## src/shared/lbc_pkg.sv

```systemverilog
// lbc_pkg: constants and carrier types for the lamp brightness control block.
// assumes a single 250 MHz clock domain; all pins are sampled synchronously.
package lbc_pkg;

    // ==========================================================
    // timing
    // ==========================================================
    localparam int CLK_MHZ           = 250;     // core clock rate
    localparam int SLOW_FREQ_KHZ     = 145;     // low switching frequency
    localparam int FAST_FREQ_KHZ     = 290;     // high switching frequency
    localparam int SLOW_PERIOD_CYC   = (CLK_MHZ * 1000) / SLOW_FREQ_KHZ;
    localparam int FAST_PERIOD_CYC   = (CLK_MHZ * 1000) / FAST_FREQ_KHZ;

    // ==========================================================
    // bus address and configuration byte fields
    // ==========================================================
    localparam logic [6:0] SLAVE_ADDR    = 7'h2D;   // 0101101 binary
    localparam int         LATCH_PICK_POS = 7;      // latch select bit of config byte
    localparam int         FULL_OFF_POS   = 6;      // full-off bar bit
    localparam int         LAMP_HOLD_POS  = 5;      // standby bar bit
    localparam int         LEVEL_MSB      = 4;      // level code top bit
    localparam int         OK_FLAG_POS    = 7;      // status: open-tube ok flag

    // ==========================================================
    // reset values
    // ==========================================================
    localparam logic [4:0] LEVEL_MID     = 5'h10;   // mid-scale 10000
    localparam logic [6:0] LATCH0_RST    = 7'h10;   // off 0, hold 0, level 10000
    localparam logic [6:0] LATCH1_RST    = 7'h70;   // off 1, hold 1, level 10000
    localparam logic [1:0] STATUS_ONES   = 2'h3;    // status bits 6:5

    // ==========================================================
    // carrier types
    // ==========================================================
    typedef struct packed {
        logic       full_off_n;     // 0 = full shutdown
        logic       lamp_hold_n;    // 0 = standby
        logic [4:0] level;          // dac code
    } lbc_cfg_type;

    typedef struct packed {
        logic       ref_on;         // reference and regulator fully on
        logic       switch_on;      // power switch gate
        logic       soft_gnd;       // soft-start node shorted to ground
        logic [4:0] dac_code;       // brightness dac input
    } lbc_ctl_type;

    typedef enum logic [2:0] {
        BUS_IDLE  = 3'b000,
        BUS_ADDR  = 3'b001,
        BUS_WDATA = 3'b010,
        BUS_RDATA = 3'b011,
        BUS_ACK   = 3'b100,
        BUS_RACK  = 3'b101,
        BUS_SKIP  = 3'b110
    } lbc_bus_type;

endpackage

```

## src/design/lbc_core.sv

```systemverilog
// lbc_core: digital control of a cold-cathode lamp driver, both variants.
// assumes scl/sda and all pins synchronous to mclk; open-drain sda as in/out/oe.
`timescale 1ns/1ps

module lbc_core #(
    parameter bit SMBUS_VARIANT = 1'b1     // 1 = serial variant, 0 = counter variant
) (
    // clock and reset
    input  wire logic               mclk,
    input  wire logic               rst,
    // counter variant pins
    input  wire logic               count_up_in,
    input  wire logic               count_down_in,
    input  wire logic               power_off_n_pin,
    // serial variant pins
    input  wire logic               latch_select_pin,
    input  wire logic               scl_in,
    input  wire logic               sda_in,
    output logic                    sda_out,
    output logic                    sda_oe,
    // analog interface
    input  wire logic               open_tube_trip,   // sense above reference
    input  wire logic               cur_limit_trip,   // current sense above limit
    input  wire logic               freq_fast_pin,    // sync pin at reference level
    input  wire logic               sync_pin,
    output lbc_pkg::lbc_ctl_type    ctl
);

    // ==========================================================
    // synchronisers and edge detection
    // ==========================================================
    logic [1:0] up_s_r;        // up synchroniser
    logic [1:0] dn_s_r;        // down synchroniser
    logic       up_d_r;        // up history
    logic       dn_d_r;        // down history
    logic [1:0] scl_s_r;       // scl synchroniser
    logic [1:0] sda_s_r;       // sda synchroniser
    logic       scl_d_r;       // scl history
    logic       sda_d_r;       // sda history

    always_ff @(posedge mclk or posedge rst) begin
        if (rst) begin
            up_s_r  <= 2'h0;
            dn_s_r  <= 2'h0;
            scl_s_r <= 2'h3;
            sda_s_r <= 2'h3;
        end else begin
            up_s_r  <= {up_s_r[0], count_up_in};
            dn_s_r  <= {dn_s_r[0], count_down_in};
            scl_s_r <= {scl_s_r[0], scl_in};
            sda_s_r <= {sda_s_r[0], sda_in};
        end
    end

    // edge history from the second stage only
    always_ff @(posedge mclk or posedge rst) begin
        if (rst) begin
            up_d_r  <= 1'b0;
            dn_d_r  <= 1'b0;
            scl_d_r <= 1'b1;
            sda_d_r <= 1'b1;
        end else begin
            up_d_r  <= up_s_r[1];
            dn_d_r  <= dn_s_r[1];
            scl_d_r <= scl_s_r[1];
            sda_d_r <= sda_s_r[1];
        end
    end

    logic up_rise;     // clean up edge
    logic dn_rise;     // clean down edge
    logic both_hi;     // preset condition
    assign up_rise = up_s_r[1] && !up_d_r;
    assign dn_rise = dn_s_r[1] && !dn_d_r;
    assign both_hi = up_s_r[1] && dn_s_r[1];

    // ==========================================================
    // counter variant
    // ==========================================================
    logic [4:0] count_r;       // brightness count

    // count runs regardless of the shutdown pin
    always_ff @(posedge mclk or posedge rst) begin
        if (rst) begin
            count_r <= lbc_pkg::LEVEL_MID;
        end else if (both_hi) begin
            count_r <= lbc_pkg::LEVEL_MID;
        end else if (up_rise && !dn_rise) begin
            if (count_r != 5'h1F) begin
                count_r <= count_r + 5'h01;
            end
        end else if (dn_rise && !up_rise) begin
            if (count_r != 5'h00) begin
                count_r <= count_r - 5'h01;
            end
        end
    end

    // ==========================================================
    // serial slave
    // ==========================================================
    lbc_pkg::lbc_bus_type state_r;   // bus state
    logic [7:0]  shift_r;            // shift register
    logic [3:0]  bit_r;              // bit counter
    logic        rd_r;               // transaction is a read
    logic        pend_r;             // byte received, waiting for stop
    logic [7:0]  pend_byte_r;        // received byte
    logic        sda_low_r;          // drive sda low
    logic [6:0]  latch0_r;           // configuration latch zero
    logic [6:0]  latch1_r;           // configuration latch one
    logic        ok_flag_r;          // open-tube ok flag
    logic [7:0]  status;             // status byte

    logic scl_rise;   // sampling edge
    logic scl_fall;   // shifting edge
    logic start_c;    // start condition
    logic stop_c;     // stop condition
    assign scl_rise = scl_s_r[1] && !scl_d_r;
    assign scl_fall = !scl_s_r[1] && scl_d_r;
    assign start_c  = scl_s_r[1] && scl_d_r && sda_d_r && !sda_s_r[1];
    assign stop_c   = scl_s_r[1] && scl_d_r && !sda_d_r && sda_s_r[1];

    // bus state machine; address check, byte capture, read shift
    always_ff @(posedge mclk or posedge rst) begin
        if (rst) begin
            state_r   <= lbc_pkg::BUS_IDLE;
            shift_r   <= 8'h00;
            bit_r     <= 4'h0;
            rd_r      <= 1'b0;
            sda_low_r <= 1'b0;
        end else if (start_c) begin
            state_r   <= lbc_pkg::BUS_ADDR;
            bit_r     <= 4'h0;
            sda_low_r <= 1'b0;
        end else if (stop_c) begin
            state_r   <= lbc_pkg::BUS_IDLE;
            sda_low_r <= 1'b0;
        end else begin
            case (state_r)
                lbc_pkg::BUS_ADDR, lbc_pkg::BUS_WDATA: begin
                    if (scl_rise) begin
                        shift_r <= {shift_r[6:0], sda_s_r[1]};
                        bit_r   <= bit_r + 4'h1;
                    end else if (scl_fall && bit_r == 4'h8) begin
                        if (state_r == lbc_pkg::BUS_ADDR) begin
                            if (shift_r[7:1] == lbc_pkg::SLAVE_ADDR) begin
                                rd_r      <= shift_r[0];
                                sda_low_r <= 1'b1;
                                state_r   <= lbc_pkg::BUS_ACK;
                            end else begin
                                state_r <= lbc_pkg::BUS_SKIP;
                            end
                        end else begin
                            sda_low_r <= 1'b1;
                            state_r   <= lbc_pkg::BUS_ACK;
                        end
                    end
                end
                lbc_pkg::BUS_ACK: begin
                    // after the ack clock, release for a write or drive the first status bit for a read
                    if (scl_fall) begin
                        bit_r <= 4'h0;
                        if (rd_r) begin
                            shift_r   <= status;
                            sda_low_r <= !status[7];
                            state_r   <= lbc_pkg::BUS_RDATA;
                        end else begin
                            sda_low_r <= 1'b0;
                            state_r   <= pend_r ? lbc_pkg::BUS_SKIP : lbc_pkg::BUS_WDATA;
                        end
                    end
                end
                lbc_pkg::BUS_RDATA: begin
                    if (scl_fall) begin
                        bit_r <= bit_r + 4'h1;
                        if (bit_r == 4'h7) begin
                            sda_low_r <= 1'b0;
                            state_r   <= lbc_pkg::BUS_RACK;
                        end else begin
                            shift_r   <= {shift_r[6:0], 1'b0};
                            sda_low_r <= !shift_r[6];
                        end
                    end
                end
                lbc_pkg::BUS_RACK: begin
                    // one byte only; the master's ack slot ends it, ack or nack
                    if (scl_fall) begin
                        state_r <= lbc_pkg::BUS_SKIP;
                    end
                end
                default: begin
                    sda_low_r <= 1'b0;
                end
            endcase
        end
    end

    // single data byte held until stop
    // commit at stop, drop on restart
    always_ff @(posedge mclk or posedge rst) begin
        if (rst) begin
            pend_r      <= 1'b0;
            pend_byte_r <= 8'h00;
        end else if (start_c || stop_c) begin
            pend_r <= 1'b0;
        end else if (state_r == lbc_pkg::BUS_WDATA && scl_fall && bit_r == 4'h8) begin
            pend_r      <= 1'b1;
            pend_byte_r <= shift_r;
        end
    end

    // latches always writable, even in shutdown
    always_ff @(posedge mclk or posedge rst) begin
        if (rst) begin
            latch0_r <= lbc_pkg::LATCH0_RST;
            latch1_r <= lbc_pkg::LATCH1_RST;
        end else if (stop_c && pend_r) begin
            if (!pend_byte_r[lbc_pkg::LATCH_PICK_POS]) begin
                latch0_r <= pend_byte_r[6:0];
            end else begin
                latch1_r <= pend_byte_r[6:0];
            end
        end
    end

    // ==========================================================
    // operating control
    // ==========================================================
    lbc_pkg::lbc_cfg_type cfg;   // active configuration
    logic lamp_en;               // lamp may run
    logic idle_mode;             // shutdown or standby
    logic sw_on;                 // timer switch gate

    always_comb begin
        if (!SMBUS_VARIANT) begin
            cfg.full_off_n  = power_off_n_pin;
            cfg.lamp_hold_n = 1'b1;
            cfg.level       = count_r;
        end else if (!latch_select_pin) begin
            cfg = latch0_r;
        end else begin
            cfg = latch1_r;
        end
    end

    assign idle_mode = !cfg.full_off_n || !cfg.lamp_hold_n;

    // lamp off when code zero, shutdown or standby
    assign lamp_en = !idle_mode && (cfg.level != 5'h00);

    // flag cleared on fault, set by shutdown or standby
    always_ff @(posedge mclk or posedge rst) begin
        if (rst) begin
            ok_flag_r <= 1'b1;
        end else if (open_tube_trip) begin
            ok_flag_r <= 1'b0;
        end else if (idle_mode) begin
            ok_flag_r <= 1'b1;
        end
    end

    assign status = {ok_flag_r, lbc_pkg::STATUS_ONES, cfg.level};

    // switch cycle timer
    lbc_switch_timer u_timer (
        .mclk      (mclk),
        .rst       (rst),
        .fast_sel  (freq_fast_pin),
        .sync_in   (sync_pin),
        .enable    (lamp_en),
        .cur_trip  (open_tube_trip || cur_limit_trip),
        .switch_on (sw_on)
    );

    logic       ref_on_r;      // reference and regulator on
    logic       soft_gnd_r;    // soft-start held at ground
    logic [4:0] dac_code_r;    // brightness code to the dac
    // registered analog controls
    always_ff @(posedge mclk or posedge rst) begin
        if (rst) begin
            ref_on_r   <= 1'b0;
            soft_gnd_r <= 1'b1;
            dac_code_r <= lbc_pkg::LEVEL_MID;
        end else begin
            ref_on_r   <= cfg.full_off_n;
            soft_gnd_r <= !lamp_en;
            dac_code_r <= cfg.level;
        end
    end

    // switch forced off on open tube
    assign ctl = {ref_on_r, sw_on && lamp_en && !open_tube_trip, soft_gnd_r, dac_code_r};

    // open-drain data line
    assign sda_out = 1'b0;
    assign sda_oe  = SMBUS_VARIANT && sda_low_r;

endmodule

```

## src/design/lbc_switch_timer.sv

```systemverilog
// lbc_switch_timer: power switch cycle timer with sync restart.
// assumes frequency select already decoded and sync pin synchronous to mclk.
`timescale 1ns/1ps

module lbc_switch_timer #(
    parameter int SLOW_CYC = lbc_pkg::SLOW_PERIOD_CYC,
    parameter int FAST_CYC = lbc_pkg::FAST_PERIOD_CYC
) (
    // clock and reset
    input  wire logic mclk,
    input  wire logic rst,
    // control
    input  wire logic fast_sel,     // 1 = fast frequency
    input  wire logic sync_in,      // sync pin level
    input  wire logic enable,       // lamp allowed to run
    input  wire logic cur_trip,     // current limit or open-tube kill
    // output
    output logic      switch_on     // registered switch gate
);

    // ==========================================================
    // checks and storage
    // ==========================================================
    if (SLOW_CYC < 2 || FAST_CYC < 2 || SLOW_CYC >= 65536 || FAST_CYC >= 65536) begin
        $error("lbc_switch_timer: bad period");
    end

    logic [15:0] cnt_r;       // cycle counter
    logic        sync_d_r;    // previous sync level
    logic        start;       // begin a new switch cycle
    logic [15:0] period;      // chosen period

    assign period = fast_sel ? 16'(FAST_CYC - 1) : 16'(SLOW_CYC - 1);

    assign start = (sync_in && !sync_d_r) || (cnt_r >= period);

    // sync edge history
    always_ff @(posedge mclk or posedge rst) begin
        if (rst) begin
            sync_d_r <= 1'b0;
        end else begin
            sync_d_r <= sync_in;
        end
    end

    always_ff @(posedge mclk or posedge rst) begin
        if (rst) begin
            cnt_r <= 16'h0000;
        end else if (start) begin
            cnt_r <= 16'h0000;
        end else begin
            cnt_r <= cnt_r + 16'h0001;
        end
    end

    // switch gate: on at cycle start, off on trip
    always_ff @(posedge mclk or posedge rst) begin
        if (rst) begin
            switch_on <= 1'b0;
        end else if (!enable || cur_trip) begin
            switch_on <= 1'b0;
        end else if (start) begin
            switch_on <= 1'b1;
        end
    end

endmodule

```

## config.mk

```make
export PLATFORM = sky130hd
export DESIGN_NAME = lbc_core
export DESIGN_NICKNAME = d
export VERILOG_FILES = /design/src/shared/lbc_pkg.sv /design/src/design/lbc_core.sv /design/src/design/lbc_switch_timer.sv
export SDC_FILE = /design/constraint.sdc
export NUM_CORES = 1
export LEC_CHECK = 0
export BUFFER_PORTS_ARGS = -buffer_cell sky130_fd_sc_hd__buf_2
export CORE_ASPECT_RATIO = 2
export CORE_MARGIN = 5
export CORE_UTILIZATION = 45
export CTS_BUF_LIST = sky130_fd_sc_hd__clkbuf_8
export DETAILED_ROUTE_END_ITERATION = 8
export PLACE_DENSITY = 0.59
export SETUP_SLACK_MARGIN = 0.5
export SYNTH_ARGS = -nofsm -noshare
export SYNTH_HDL_FRONTEND = slang
export SYNTH_SLANG_ARGS = --single-unit
```

## constraint.sdc

```tcl
create_clock -name mclk -period 2.4 [get_ports mclk]
set_input_delay 0.12 -clock mclk [delete_from_list [all_inputs] [get_ports mclk]]
set_output_delay 0.12 -clock mclk [all_outputs]
set_load 0.005 [all_outputs]
```

* Word-level counts from Yosys, hierarchy flattened
Cells that the tools add are included.
Word-level totals: output and inout bits 10, register bits 72, word-level logic and storage cells 146, input port bits 12
Operators by class: $lt $le $gt $ge 1, bitwise logic cells 5, $add $sub $neg 2, equality and inequality tests 25, mux-type cells 45, reduce and logical (&&, ||, !) cells 48
Operator list (number):
- $mux 8 | 5
- $mux 3 | 11
- $ne 4x4->1 const B | 6
- $pmux 8 s3 | 1
- $mux 4 | 5
- $add 16x1->16 const B | 1
- $ge 16x16->1 | 1
- $mux 1 | 16
- $mux 16 | 1
- $logic_and 1x1->1 | 15
- $reduce_and 7->1 | 2
- $logic_not 1->1 | 12
- $ne 2x2->1 const B | 6
- $ne 3x3->1 const B | 4
- $pmux 3 s4 | 1
- $pmux 4 s3 | 1
- $mux 11 | 1
- $reduce_and 8->1 | 1
- $eq 7x6->1 const B | 1
- $mux 7 | 1
- $eq 3x2->1 const B | 2
- $eq 3x3->1 const B | 2
- $reduce_and 2->1 | 3
- $reduce_and 6->1 | 1
- 16 further kinds | 26

* Logic depth before layout (Yosys ltp)
Gate-level depths: netlist of run 1.
word-level depth 8, mapped depth 8

* Cells and area by module
From an unflattened synthesis of run 1, not the netlist that was laid out.
Second synthesis, totals: cell total of the unflattened synthesis 321, area total of the unflattened synthesis 3732.3 um2
Modules (own cells, without submodules):
- lbc_core | area an instance 2656.3 um2, cells an instance 224, instances 1, sequential area each 1367.6 um2
- lbc_switch_timer | area an instance 1076.0 um2, cells an instance 97, instances 1, sequential area each 450.4 um2

* Worst setup path after synthesis of run 1
OpenSTA, ideal clock, no wires.
path type reg2reg, from register scl_s_r[1], to register shift_r[0], arrival 2.054 ns, setup time 0.125 ns, buffers on the path 1, slack 0.221 ns, period minus slack after synthesis 2.179 ns, cell stages (with the launch flop) 7, cell sequence dfstp_2 -> buf_4 -> or3b_1 -> a21oi_1 -> nor2_2 -> nor3_4 -> mux2_4
On the way: word-level cells in the longest chain between the ends 5, elaborated cells on any way between the ends 14
Ends and longest elaborated chain:
- start, declared | line lbc_core.sv:36 | logic [1:0] scl_s_r;
- start signal, assigned | line lbc_core.sv:50 | scl_s_r <= {scl_s_r[0], scl_in};
- parallel branches: the longest is 4 deep, another holds $ne 2x2->1
- $reduce_and 8->1 (no source line) (*)
- end signal, assigned | line lbc_core.sv:142 | shift_r <= {shift_r[6:0], sda_s_r[1]};
- end signal, assigned | line lbc_core.sv:164 | shift_r <= status;
- end signal, assigned | line lbc_core.sv:180 | shift_r <= {shift_r[6:0], 1'b0};
- end, declared | line lbc_core.sv:103 | logic [7:0] shift_r;
Mark *: on every way between the ends. A chain may end at the register's enable or synchronous reset.

* Final worst setup path of run 1
from register scl_s_r[1], to register shift_r[5]
The elaborated chain is that of the path after synthesis.

==> run_results.csv, run 1 <==
group,metric,value,unit
sta,setup_viol,0,
worst_setup_path,critPathMaxStageDelay,0.58,ns
route,firstDrtPassIters,4,
cells_and_area,final_common_cell,"dfrtp_1",
sta,rsz0062_at_grt,"yes",
place,portBuffers,17,
route,routed_via_density,5.43,
route,vias,2543,
yosys,yosysUniqueCellTypes,51,
worst_setup_path,crit_path_max_fanout,7,
clock_tree,cts_max_path_buffers,2,
cells_and_area,multi_input_area,1750,µm²
place,dp_hpwl,5530,µm
power_and_ir_drop,ir_worst_vdd,424,µV
cells_and_area,drive_gt1_share,40.1,%
place,pre_cts_ws,0.300,ns
sta,fin_worst_skew,0.0106,ns
cells_and_area,regArea,1820,µm²
cells_and_area,final_cell_mix,"dfrtp_1 (58), buf_4 (32), mux2_2 (28)",
power_and_ir_drop,switching_share,31.7,%
yosys,synth_top_area_share,42.6,%
clock_tree,clk_latency,0.36,ns
sta,setup_ws,0.390,ns
global_routing,grt_pass1_wl,13100,µm
floorplan,row_count,45,
yosys,yosys.area.top_type,"dfrtp_1",
floorplan,die_h,134,µm
worst_setup_path,crit_chain,"or4bb_4, o22ai_4, nor2_4, nor3_4, buf_6, mux2_4",
yosys,synth-seq-cells,72,
global_routing,grt_usage,17.9,%
floorplan,pin_count,22,
route,drt_iter0_drc,123,
sta,max_freq,0.497,GHz
power_and_ir_drop,switchingPower,0.00118,W
power_and_ir_drop,intPower,0.00254,W
place,placedCellCount,425,
cells_and_area,diodes,0,
cells_and_area,area_growth,26.0,%
min_path,hold_path_class,"in2reg",
clock_tree,clock-sinks,72,
sta,finalCriticalPeriod,2.01,ns
yosys,synth_ff_type,"dfrtp_1",
yosys,synthTopCellsByArea,"dfrtp_1 (43%), dfstp_2 (9.8%), mux2_2 (9.7%)",
route,postRouteAntennaNets,0,
cells_and_area,instances_no_fill,468,
cells_and_area,fin_nets,391,
sta,fin_crit_sh,83.8,%
route,drc,0,
sta,finalHoldViolCount,0,
power_and_ir_drop,p_clk_share,29.2,%
floorplan,die_area,9670,µm²
power_and_ir_drop,power_frac_seq,39.3,%
sta,setup_tns,0,ns
power_and_ir_drop,p_leak,1.99,nW
floorplan,die_x,72.1,µm
worst_setup_path,crit_family,"simple AND/OR/NAND/NOR gates",
global_routing,grt_max_degree,28,
power_and_ir_drop,p_comb_share,31.6,%
yosys,yosys_warnings,0,
route,wl_per_cell,16.5,µm
cells_and_area,num-fill-cells,685,
clock_tree,cts_buffers,9,
clock_tree,htree_levels,3,
route,wl,7740,µm
yosys,synthArstFlopShare,100,%
yosys,synth_edf_count,0,
worst_setup_path,cp-start-kind,"register",
global_routing,antenna_found_initial,0,
global_routing,grt_pass1_vias,2695,
power_and_ir_drop,p_per_area,849,nW/µm²
worst_setup_path,end_kind,"register",
place,place_congestion,0.833,
job,drv_cap,0,
worst_setup_path,worstPathArrival,2.26,ns
sta,slew_violations,0,
outcome,status,"finished, final reports clean",
clock_tree,cts-root-buf,"clkbuf_8",
worst_setup_path,crit_buf_inv,1,
clock_tree,tritoncts,"built",
yosys,synth_area,3470,µm²
floorplan,start_util,46.0,%
yosys,synth_cells,310,
worst_setup_path,crit_slowest_cell,"dfstp_2",
global_routing,overflow,0,
yosys,ys_seq_area_share,52.4,%
clock_tree,clkTransAtPathRegs,0.07,ns
floorplan,fp.coreArea,7540,µm²
worst_setup_path,critPathKind,"reg2reg",
worst_setup_path,cp_data_required_time,2.65,ns
yosys,synth.avg_cell_area,11.2,µm²
[logic make-up after synthesis]
family | count (synthesis) | synth area share, %
DFF | 72 | 52.4
adders and majority gates | 10 | 3.61
AOI/OAI and AO/OA | 43 | 7.97
xor gates and xnor gates | 11 | 2.78
muxes | 40 | 13.3
other | 1 | 0.108
and+or+nand+nor | 110 | 16.8
buffers and inverters | 23 | 2.96
[through the flow]
| stage | power (W) | hold slack (ns) | cell area [µm²] | utilization (%) |
|---|---|---|---|---|
| floorplan | 0.00213 | 0.124 | 3500 | - |
| global placement | 0.00238 | 0.161 | 3730 | 49.4 |
| detailed placement | 0.00239 | 0.167 | 3730 | 49.4 |
| CTS | 0.00362 | 0.242 | 4230 | 56.1 |
| global route | 0.00392 | 0.246 | 4370 | 57.9 |
| finish | 0.00371 | 0.245 | 4370 | 57.9 |
[flip-flops by register name, indices dropped and copies added, names as in the netlist, 2 cells and up]
register and count:
latch0_r 7, bit_r 4, sda_s_r 2, u_timer.cnt_r 16
dac_code_r 5, state_r 3, scl_s_r 2, pend_byte_r 8
latch1_r 7, shift_r 8
[final timing paths]
check | start | endpoint | slack, ns | cells after the start
worst max-delay path | scl_s_r[1]$_DFF_PP1_ | shift_r[5]$_DFFE_PP0P_ | 0.39 | 6
worst min-delay path | latch_select_pin | ref_on_r$_DFF_PP0_ | 0.25 | 2
worst max register to register | scl_s_r[1]$_DFF_PP1_ | shift_r[5]$_DFFE_PP0P_ | 0.39 | 6
worst min register to register | scl_s_r[0]$_DFF_PP1_ | scl_s_r[1]$_DFF_PP1_ | 0.36 | 0
max in group asynchronous | rst | dac_code_r[4]$_DFF_PP1_ | 1.35 | 4
min in group asynchronous | rst | dac_code_r[0]$_DFF_PP0_ | 0.32 | 3
[Yosys cell counts (7+ instances only)]
cell type / number
ha_1: 10
dfstp_2: 13
nand2_1: 26
dfrtp_1: 59
nand3_1: 14
mux2_2: 30
xor2_1: 7
inv_1: 10
clkbuf_1: 8
nand2b_1: 7
nand3b_1: 7
nor2_1: 27
a21oi_1: 17
o21ai_0: 7
[cell type report]
cell class | instances | share of cell area (%)
clock buffers | 10 | 3.15
clock inverters | 6 | 2.06
inverters | 10 | 0.944
multi-input cells | 219 | 40.0
flip-flops and latches | 72 | 41.6
well taps | 94 | 2.69
repair buffers | 57 | 9.53
[power groups by stage]
stage | sequential (W) | clock [W] | combinational [W]
floorplan | 0.00143 | 0 | 0.000699
global placement | 0.00147 | 0 | 0.000905
detailed placement | 0.00148 | 0 | 0.000914
CTS | 0.00145 | 0.00112 | 0.00105
global route | 0.00147 | 0.00117 | 0.00127
finish | 0.00146 | 0.00108 | 0.00117
[per-layer routing]
metal	vias up	part of all wire [%]	GRT usage (%)
met4	0	5.9	14.9
met5	-	0	0
li1	1197	-	-
met2	40	57	31.8
met3	29	2.1	2.25
met1	1277	35	17.9
[repair_timing]
action,CTS,global route
hold buffers,6,0
pin swaps,8,14
gates resized for setup,18,27
setup endpoints to repair,33,35
gates cloned,1,0
setup buffers,17,3
hold endpoints to repair,24,0
Note: power is estimated with default switching activity, not from simulation.
==> run 2: changes to the inputs <==
- clock period: 2.4 -> 2 ns (I/O delays scaled with it)
==> run_results.csv, run 2 (same netlist as run 1, synthesis figures left out) <==
group,metric,value,unit
place,place_congestion,0.860,
sta,fin_worst_skew,0.00975,ns
sta,setup_ws,0.00616,ns
job,drv_cap,0,
power_and_ir_drop,total_power,0.00428,W
place,dp_hpwl,5930,µm
floorplan,row_count,45,
clock_tree,tritoncts,"built",
route,drc,0,
floorplan,die_area,9670,µm²
cells_and_area,top_register,"u_timer.cnt_r",
cells_and_area,diodes,0,
route,postRouteAntennaNets,0,
cells_and_area,reg_top3,"u_timer.cnt_r x16, pend_byte_r x8, shift_r x8",
cells_and_area,drive_gt1_share,42.5,%
sta,setup_viol,0,
min_path,hold_path_class,"in2reg",
outcome,status,"finished, final reports clean",
sta,setup_tns,0,ns
worst_setup_path,cp_data_required_time,2.23,ns
min_path,min_to,"ref_on_r$_DFF_PP0_",
worst_setup_path,crit_path_max_fanout,6,
sta,tightest_slew,0.569,ns
floorplan,pin_count,22,
cells_and_area,area_growth,32.4,%
global_routing,grt_pass1_wl,13200,µm
floorplan,die_x,72.1,µm
clock_tree,htree_levels,3,
clock_tree,clock-sinks,72,
sta,finalHoldViolCount,0,
floorplan,start_util,46.0,%
sta,fin_crit_sh,99.7,%
cells_and_area,fin_nets,405,
min_path,hold_depth,2,
worst_setup_path,reg2reg_slack,0.006,ns
floorplan,die_h,134,µm
clock_tree,cts-root-buf,"clkbuf_8",
route,drt_iter0_drc,140,
place,pre_cts_ws,-0.0390,ns
sta,slew_violations,0,
route,routed_via_density,5.20,
worst_setup_path,r2r-end,"shift_r[0]$_DFFE_PP0P_",
sta,max_freq,0.502,GHz
worst_setup_path,r2r_start,"scl_s_r[1]$_DFF_PP1_",
place,portBuffers,17,
sta,holdWs,0.228,ns
global_routing,grt_max_degree,50,
sta,finalCriticalPeriod,1.99,ns
route,vias,2508,
worst_setup_path,cp-start-kind,"register",
route,wl_per_cell,16.9,µm
power_and_ir_drop,ir_worst_vdd,592,µV
floorplan,fp.coreArea,7540,µm²
sta,rsz0062_at_grt,"yes",
global_routing,grt_usage,18.1,%
power_and_ir_drop,p_leak,2.12,nW
cells_and_area,final_cell_mix,"dfrtp_1 (57), buf_4 (30), mux2_4 (26)",
clock_tree,clkTransAtPathRegs,0.07,ns
global_routing,grtUsageMet1,17.0,%
clock_tree,clk_latency,0.35,ns
global_routing,grtUsageMet3,3.90,%
global_routing,overflow,0,
worst_setup_path,reg2reg_depth,6,
worst_setup_path,crit_slowest_cell,"dfstp_2",
clock_tree,cts_max_path_buffers,2,
power_and_ir_drop,p_per_area,932,nW/µm²
min_path,hold_path.startpoint,"latch_select_pin",
route,wl,8130,µm
global_routing,grt_busiest_layer,"met2",
worst_setup_path,worstPathArrival,2.23,ns
cells_and_area,final_common_cell,"dfrtp_1",
sta,slew_headroom,62.0,%
global_routing,grtUsageMet2,35.1,%
worst_setup_path,critPathKind,"reg2reg",
worst_setup_path,end_kind,"register",
global_routing,antenna_found_initial,0,
worst_setup_path,critPathMaxStageDelay,0.57,ns
clock_tree,cts_buffers,9,
cells_and_area,largest_reg_flops,16,
worst_setup_path,crit_chain,"or4bb_4, o22ai_2, nor2_2, nor3_4, buf_12, mux2_4",
global_routing,grt_pass1_vias,2721,
route,firstDrtPassIters,4,
run 2: routing by layer:
layer | vias up | part of all wire [%]
met5 | - | 0
met4 | 0 | 2.6
met3 | 15 | 1.8
met2 | 25 | 61
met1 | 1247 | 35
li1 | 1221 | -
run 2: worst max-delay path by stage:
stage	endpoint	startpoint	cells after the start	slack, ns
floorplan	shift_r[0]$_DFFE_PP0P_	scl_s_r[1]$_DFF_PP1_	6	-0.04
global placement	state_r[1]$_DFFE_PP0P_	bit_r[1]$_DFFE_PP0P_	7	-0.008
detailed placement	state_r[1]$_DFFE_PP0P_	bit_r[1]$_DFFE_PP0P_	7	-0.04
CTS	state_r[1]$_DFFE_PP0P_	bit_r[1]$_DFFE_PP0P_	7	0.05
global route	state_r[1]$_DFFE_PP0P_	bit_r[0]$_DFFE_PP0P_	7	-0.08
finish	shift_r[0]$_DFFE_PP0P_	scl_s_r[1]$_DFF_PP1_	6	0.006
run 2: area by class of cell:
| type | instances | area, µm² |
|---|---|---|
| clock buffers | 10 | 138 |
| clock inverters | 6 | 26.3 |
| fillers | 646 | 2950 |
| inverters | 10 | 41.3 |
| multi-input cells | 219 | 1810 |
| flip-flops and latches | 72 | 1820 |
| well taps | 94 | 118 |
| repair buffers | 71 | 634 |
run 2: timing repair:
action	4_1_cts	5_1_grt
buffers inserted	16	2
gates resized for setup	34	31
endpoints found under the hold margin	20	0
pin swaps	10	8
setup endpoints to repair	53	54
hold buffers	6	0
run 2: per-stage QoR:
stage / instance area, µm² / cells / utilization (%)
3_5_place_dp: 3950 / 442 / 52.3
6_report: 4590 / 482 / 60.9
4_1_cts: 4470 / 480 / 59.3
5_1_grt: 4590 / 482 / 60.9
3_3_place_gp: 3950 / 442 / 52.3
2_1_floorplan: 3570 / 314 / -
run 2: critical path, delay by kind of cell (launching register included):
kind	cells	cell delay, ns
mux	1	0.29
flops	1	0.57
compound gates	1	0.15
buf+inv	1	0.15
simple gates	3	0.72
run 2: where the power goes:
group / switching [W] / total [W] / leakage [nW] / internal [W]
sequential: 0.000158 / 0.00176 / 0.929 / 0.00160
combinational: 0.000729 / 0.00154 / 1.09 / 0.000816
clock: 0.000513 / 0.000975 / 0.0987 / 0.000462
total: 0.00140 / 0.00428 / 2.12 / 0.00288
==> run 3: changes to the inputs <==
- CORE_ASPECT_RATIO: 2 -> not set
==> run_results.csv, run 3 (same netlist as run 1, synthesis figures left out) <==
group,metric,value,unit
place,pre_cts_ws,-0.0196,ns
job,drv_cap,0,
worst_setup_path,crit_path_max_fanout,7,
min_path,hold_path_class,"in2reg",
power_and_ir_drop,ir_worst_vdd,547,µV
sta,setup_viol,0,
route,drt_iter0_drc,81,
clock_tree,htree_levels,3,
route,wl_met1,3410,µm
sta,finalHoldViolCount,0,
cells_and_area,reg_top3,"u_timer.cnt_r x16, pend_byte_r x8, shift_r x8",
sta,fin_worst_skew,0.00755,ns
route,highest_layer,"met4",
route,met3WireLength,200,µm
sta,max_freq,0.506,GHz
route,met2_wirelength,3760,µm
clock_tree,clkTransAtPathRegs,0.08,ns
place,place_area,3860,µm²
cells_and_area,top_register,"u_timer.cnt_r",
route,wl_per_cell,15.4,µm
sta,slew_headroom,54.6,%
worst_setup_path,crit_slowest_cell,"dfstp_2",
global_routing,grt_pass1_vias,2646,
route,routed_via_density,5.12,
floorplan,fp.coreArea,7610,µm²
sta,finalCriticalPeriod,1.98,ns
place,portBuffers,17,
global_routing,grt_pass1_wl,12600,µm
clock_tree,tritoncts,"built",
floorplan,row_count,32,
floorplan,die_area,9560,µm²
worst_setup_path,end_kind,"register",
floorplan,start_util,45.6,%
clock_tree,cts_max_path_buffers,2,
cells_and_area,largest_reg_flops,16,
worst_setup_path,r2r-end,"shift_r[2]$_DFFE_PP0P_",
sta,slew_violations,0,
clock_tree,clk_latency,0.35,ns
global_routing,grt_max_degree,33,
cells_and_area,multi_input_area,1770,µm²
route,postRouteAntennaNets,0,
clock_tree,clock-sinks,72,
sta,holdWs,0.235,ns
sta,setup_ws,0.0230,ns
cells_and_area,finalCoreUtilization,59.6,%
cells_and_area,num-fill-cells,637,
place,place_congestion,0.844,
cells_and_area,diodes,0,
min_path,hold_depth,2,
worst_setup_path,crit_chain,"or4bb_4, o22ai_4, nor2_2, nor3_4, buf_12, mux2_4",
worst_setup_path,cp_data_required_time,2.23,ns
worst_setup_path,critPathKind,"reg2reg",
worst_setup_path,r2r_start,"scl_s_r[1]$_DFF_PP1_",
global_routing,grt_usage,16.4,%
route,drc,0,
worst_setup_path,cp-start-kind,"register",
outcome,status,"finished, final reports clean",
cells_and_area,final_cell_mix,"dfrtp_1 (59), buf_4 (37), nand2_1 (23)",
cells_and_area,fin_nets,402,
route,vias,2494,
cells_and_area,regArea,1820,µm²
cells_and_area,drive_gt1_share,41.8,%
sta,rsz0062_at_grt,"yes",
worst_setup_path,crit_family,"simple AND/OR/NAND/NOR gates",
floorplan,pin_count,22,
power_and_ir_drop,total_power,0.00459,W
floorplan,die_h,97.8,µm
place,dp_hpwl,4930,µm
cells_and_area,area_growth,30.7,%
power_and_ir_drop,p_per_area,1010,nW/µm²
power_and_ir_drop,p_leak,2.09,nW
sta,tightest_slew,0.680,ns
floorplan,die_x,97.8,µm
cells_and_area,stdcell_area,4530,µm²
worst_setup_path,critPathMaxStageDelay,0.57,ns
global_routing,antenna_found_initial,0,
worst_setup_path,reg2reg_slack,0.02,ns
global_routing,overflow,0,
clock_tree,cts_buffers,9,
worst_setup_path,worstPathArrival,2.21,ns
route,firstDrtPassIters,4,
worst_setup_path,reg2reg_depth,6,
worst_setup_path,crit_buf_inv,1,
sta,fin_crit_sh,98.9,%
route,wl,7480,µm
clock_tree,cts-root-buf,"clkbuf_8",
cells_and_area,final_common_cell,"dfrtp_1",
min_path,min_to,"ref_on_r$_DFF_PP0_",
min_path,hold_path.startpoint,"latch_select_pin",
==> run 3: cell types whose count changed in the layout (fill, tap and decap cells not counted), moves of 4 or more <==
cell    change
buf_4       +7
buf_12      -4
buf_6       -6
mux2_4      -7
mux2_2      +7
==> run 3: worst max-delay path by stage <==
stage | start | end | slack, ns | depth (start not counted)
after floorplan | scl_s_r[1]$_DFF_PP1_ | shift_r[0]$_DFFE_PP0P_ | -0.04 | 6
after global placement | scl_d_r$_DFF_PP1_ | state_r[1]$_DFFE_PP0P_ | 0.003 | 5
after detailed placement | bit_r[0]$_DFFE_PP0P_ | state_r[0]$_DFFE_PP0P_ | -0.02 | 7
after CTS | scl_s_r[1]$_DFF_PP1_ | shift_r[2]$_DFFE_PP0P_ | 0.05 | 6
after global routing | bit_r[1]$_DFFE_PP0P_ | state_r[1]$_DFFE_PP0P_ | -0.03 | 7
final | scl_s_r[1]$_DFF_PP1_ | shift_r[2]$_DFFE_PP0P_ | 0.02 | 6
==> run 3: cell type report <==
cell class              count  share of cell area, %
clock buffers               9                   2.73
clock inverters             7                   2.62
inverters                  10                  0.911
multi-input cells         219                   38.9
flip-flops and latches     72                   40.1
well taps                 102                   2.81
repair buffers             68                   11.9
==> run 3: power by group <==
part / internal [W] / switching, W / total [W]
Sequential: 0.00160 / 0.000141 / 0.00174
Clock: 0.000831 / 0.000567 / 0.00140
Combinational: 0.000734 / 0.000720 / 0.00145
Total: 0.00316 / 0.00143 / 0.00459
==> run 3: routing by layer <==
metal  GRT usage [%]  vias to the layer above
met5               0                        -
met4            6.82                        0
met3            3.36                        9
met2            27.2                       31
met1            20.9                     1234
li1                -                     1220
==> run 3: metrics by stage <==
stage	std cells	setup TNS, ns
finish	487	0
floorplan	314	-0.204
detailed placement	440	-0.0369
CTS	482	0
global route	487	-0.224
global placement	440	0
==> run 3: repair_timing <==
action                                  CTS  global route
setup buffers                            20             5
gates resized for setup                  31            15
endpoints found under the hold margin    26             0
pin swaps                                12             5
hold buffers                              6             0
endpoints found under the setup margin   53            54
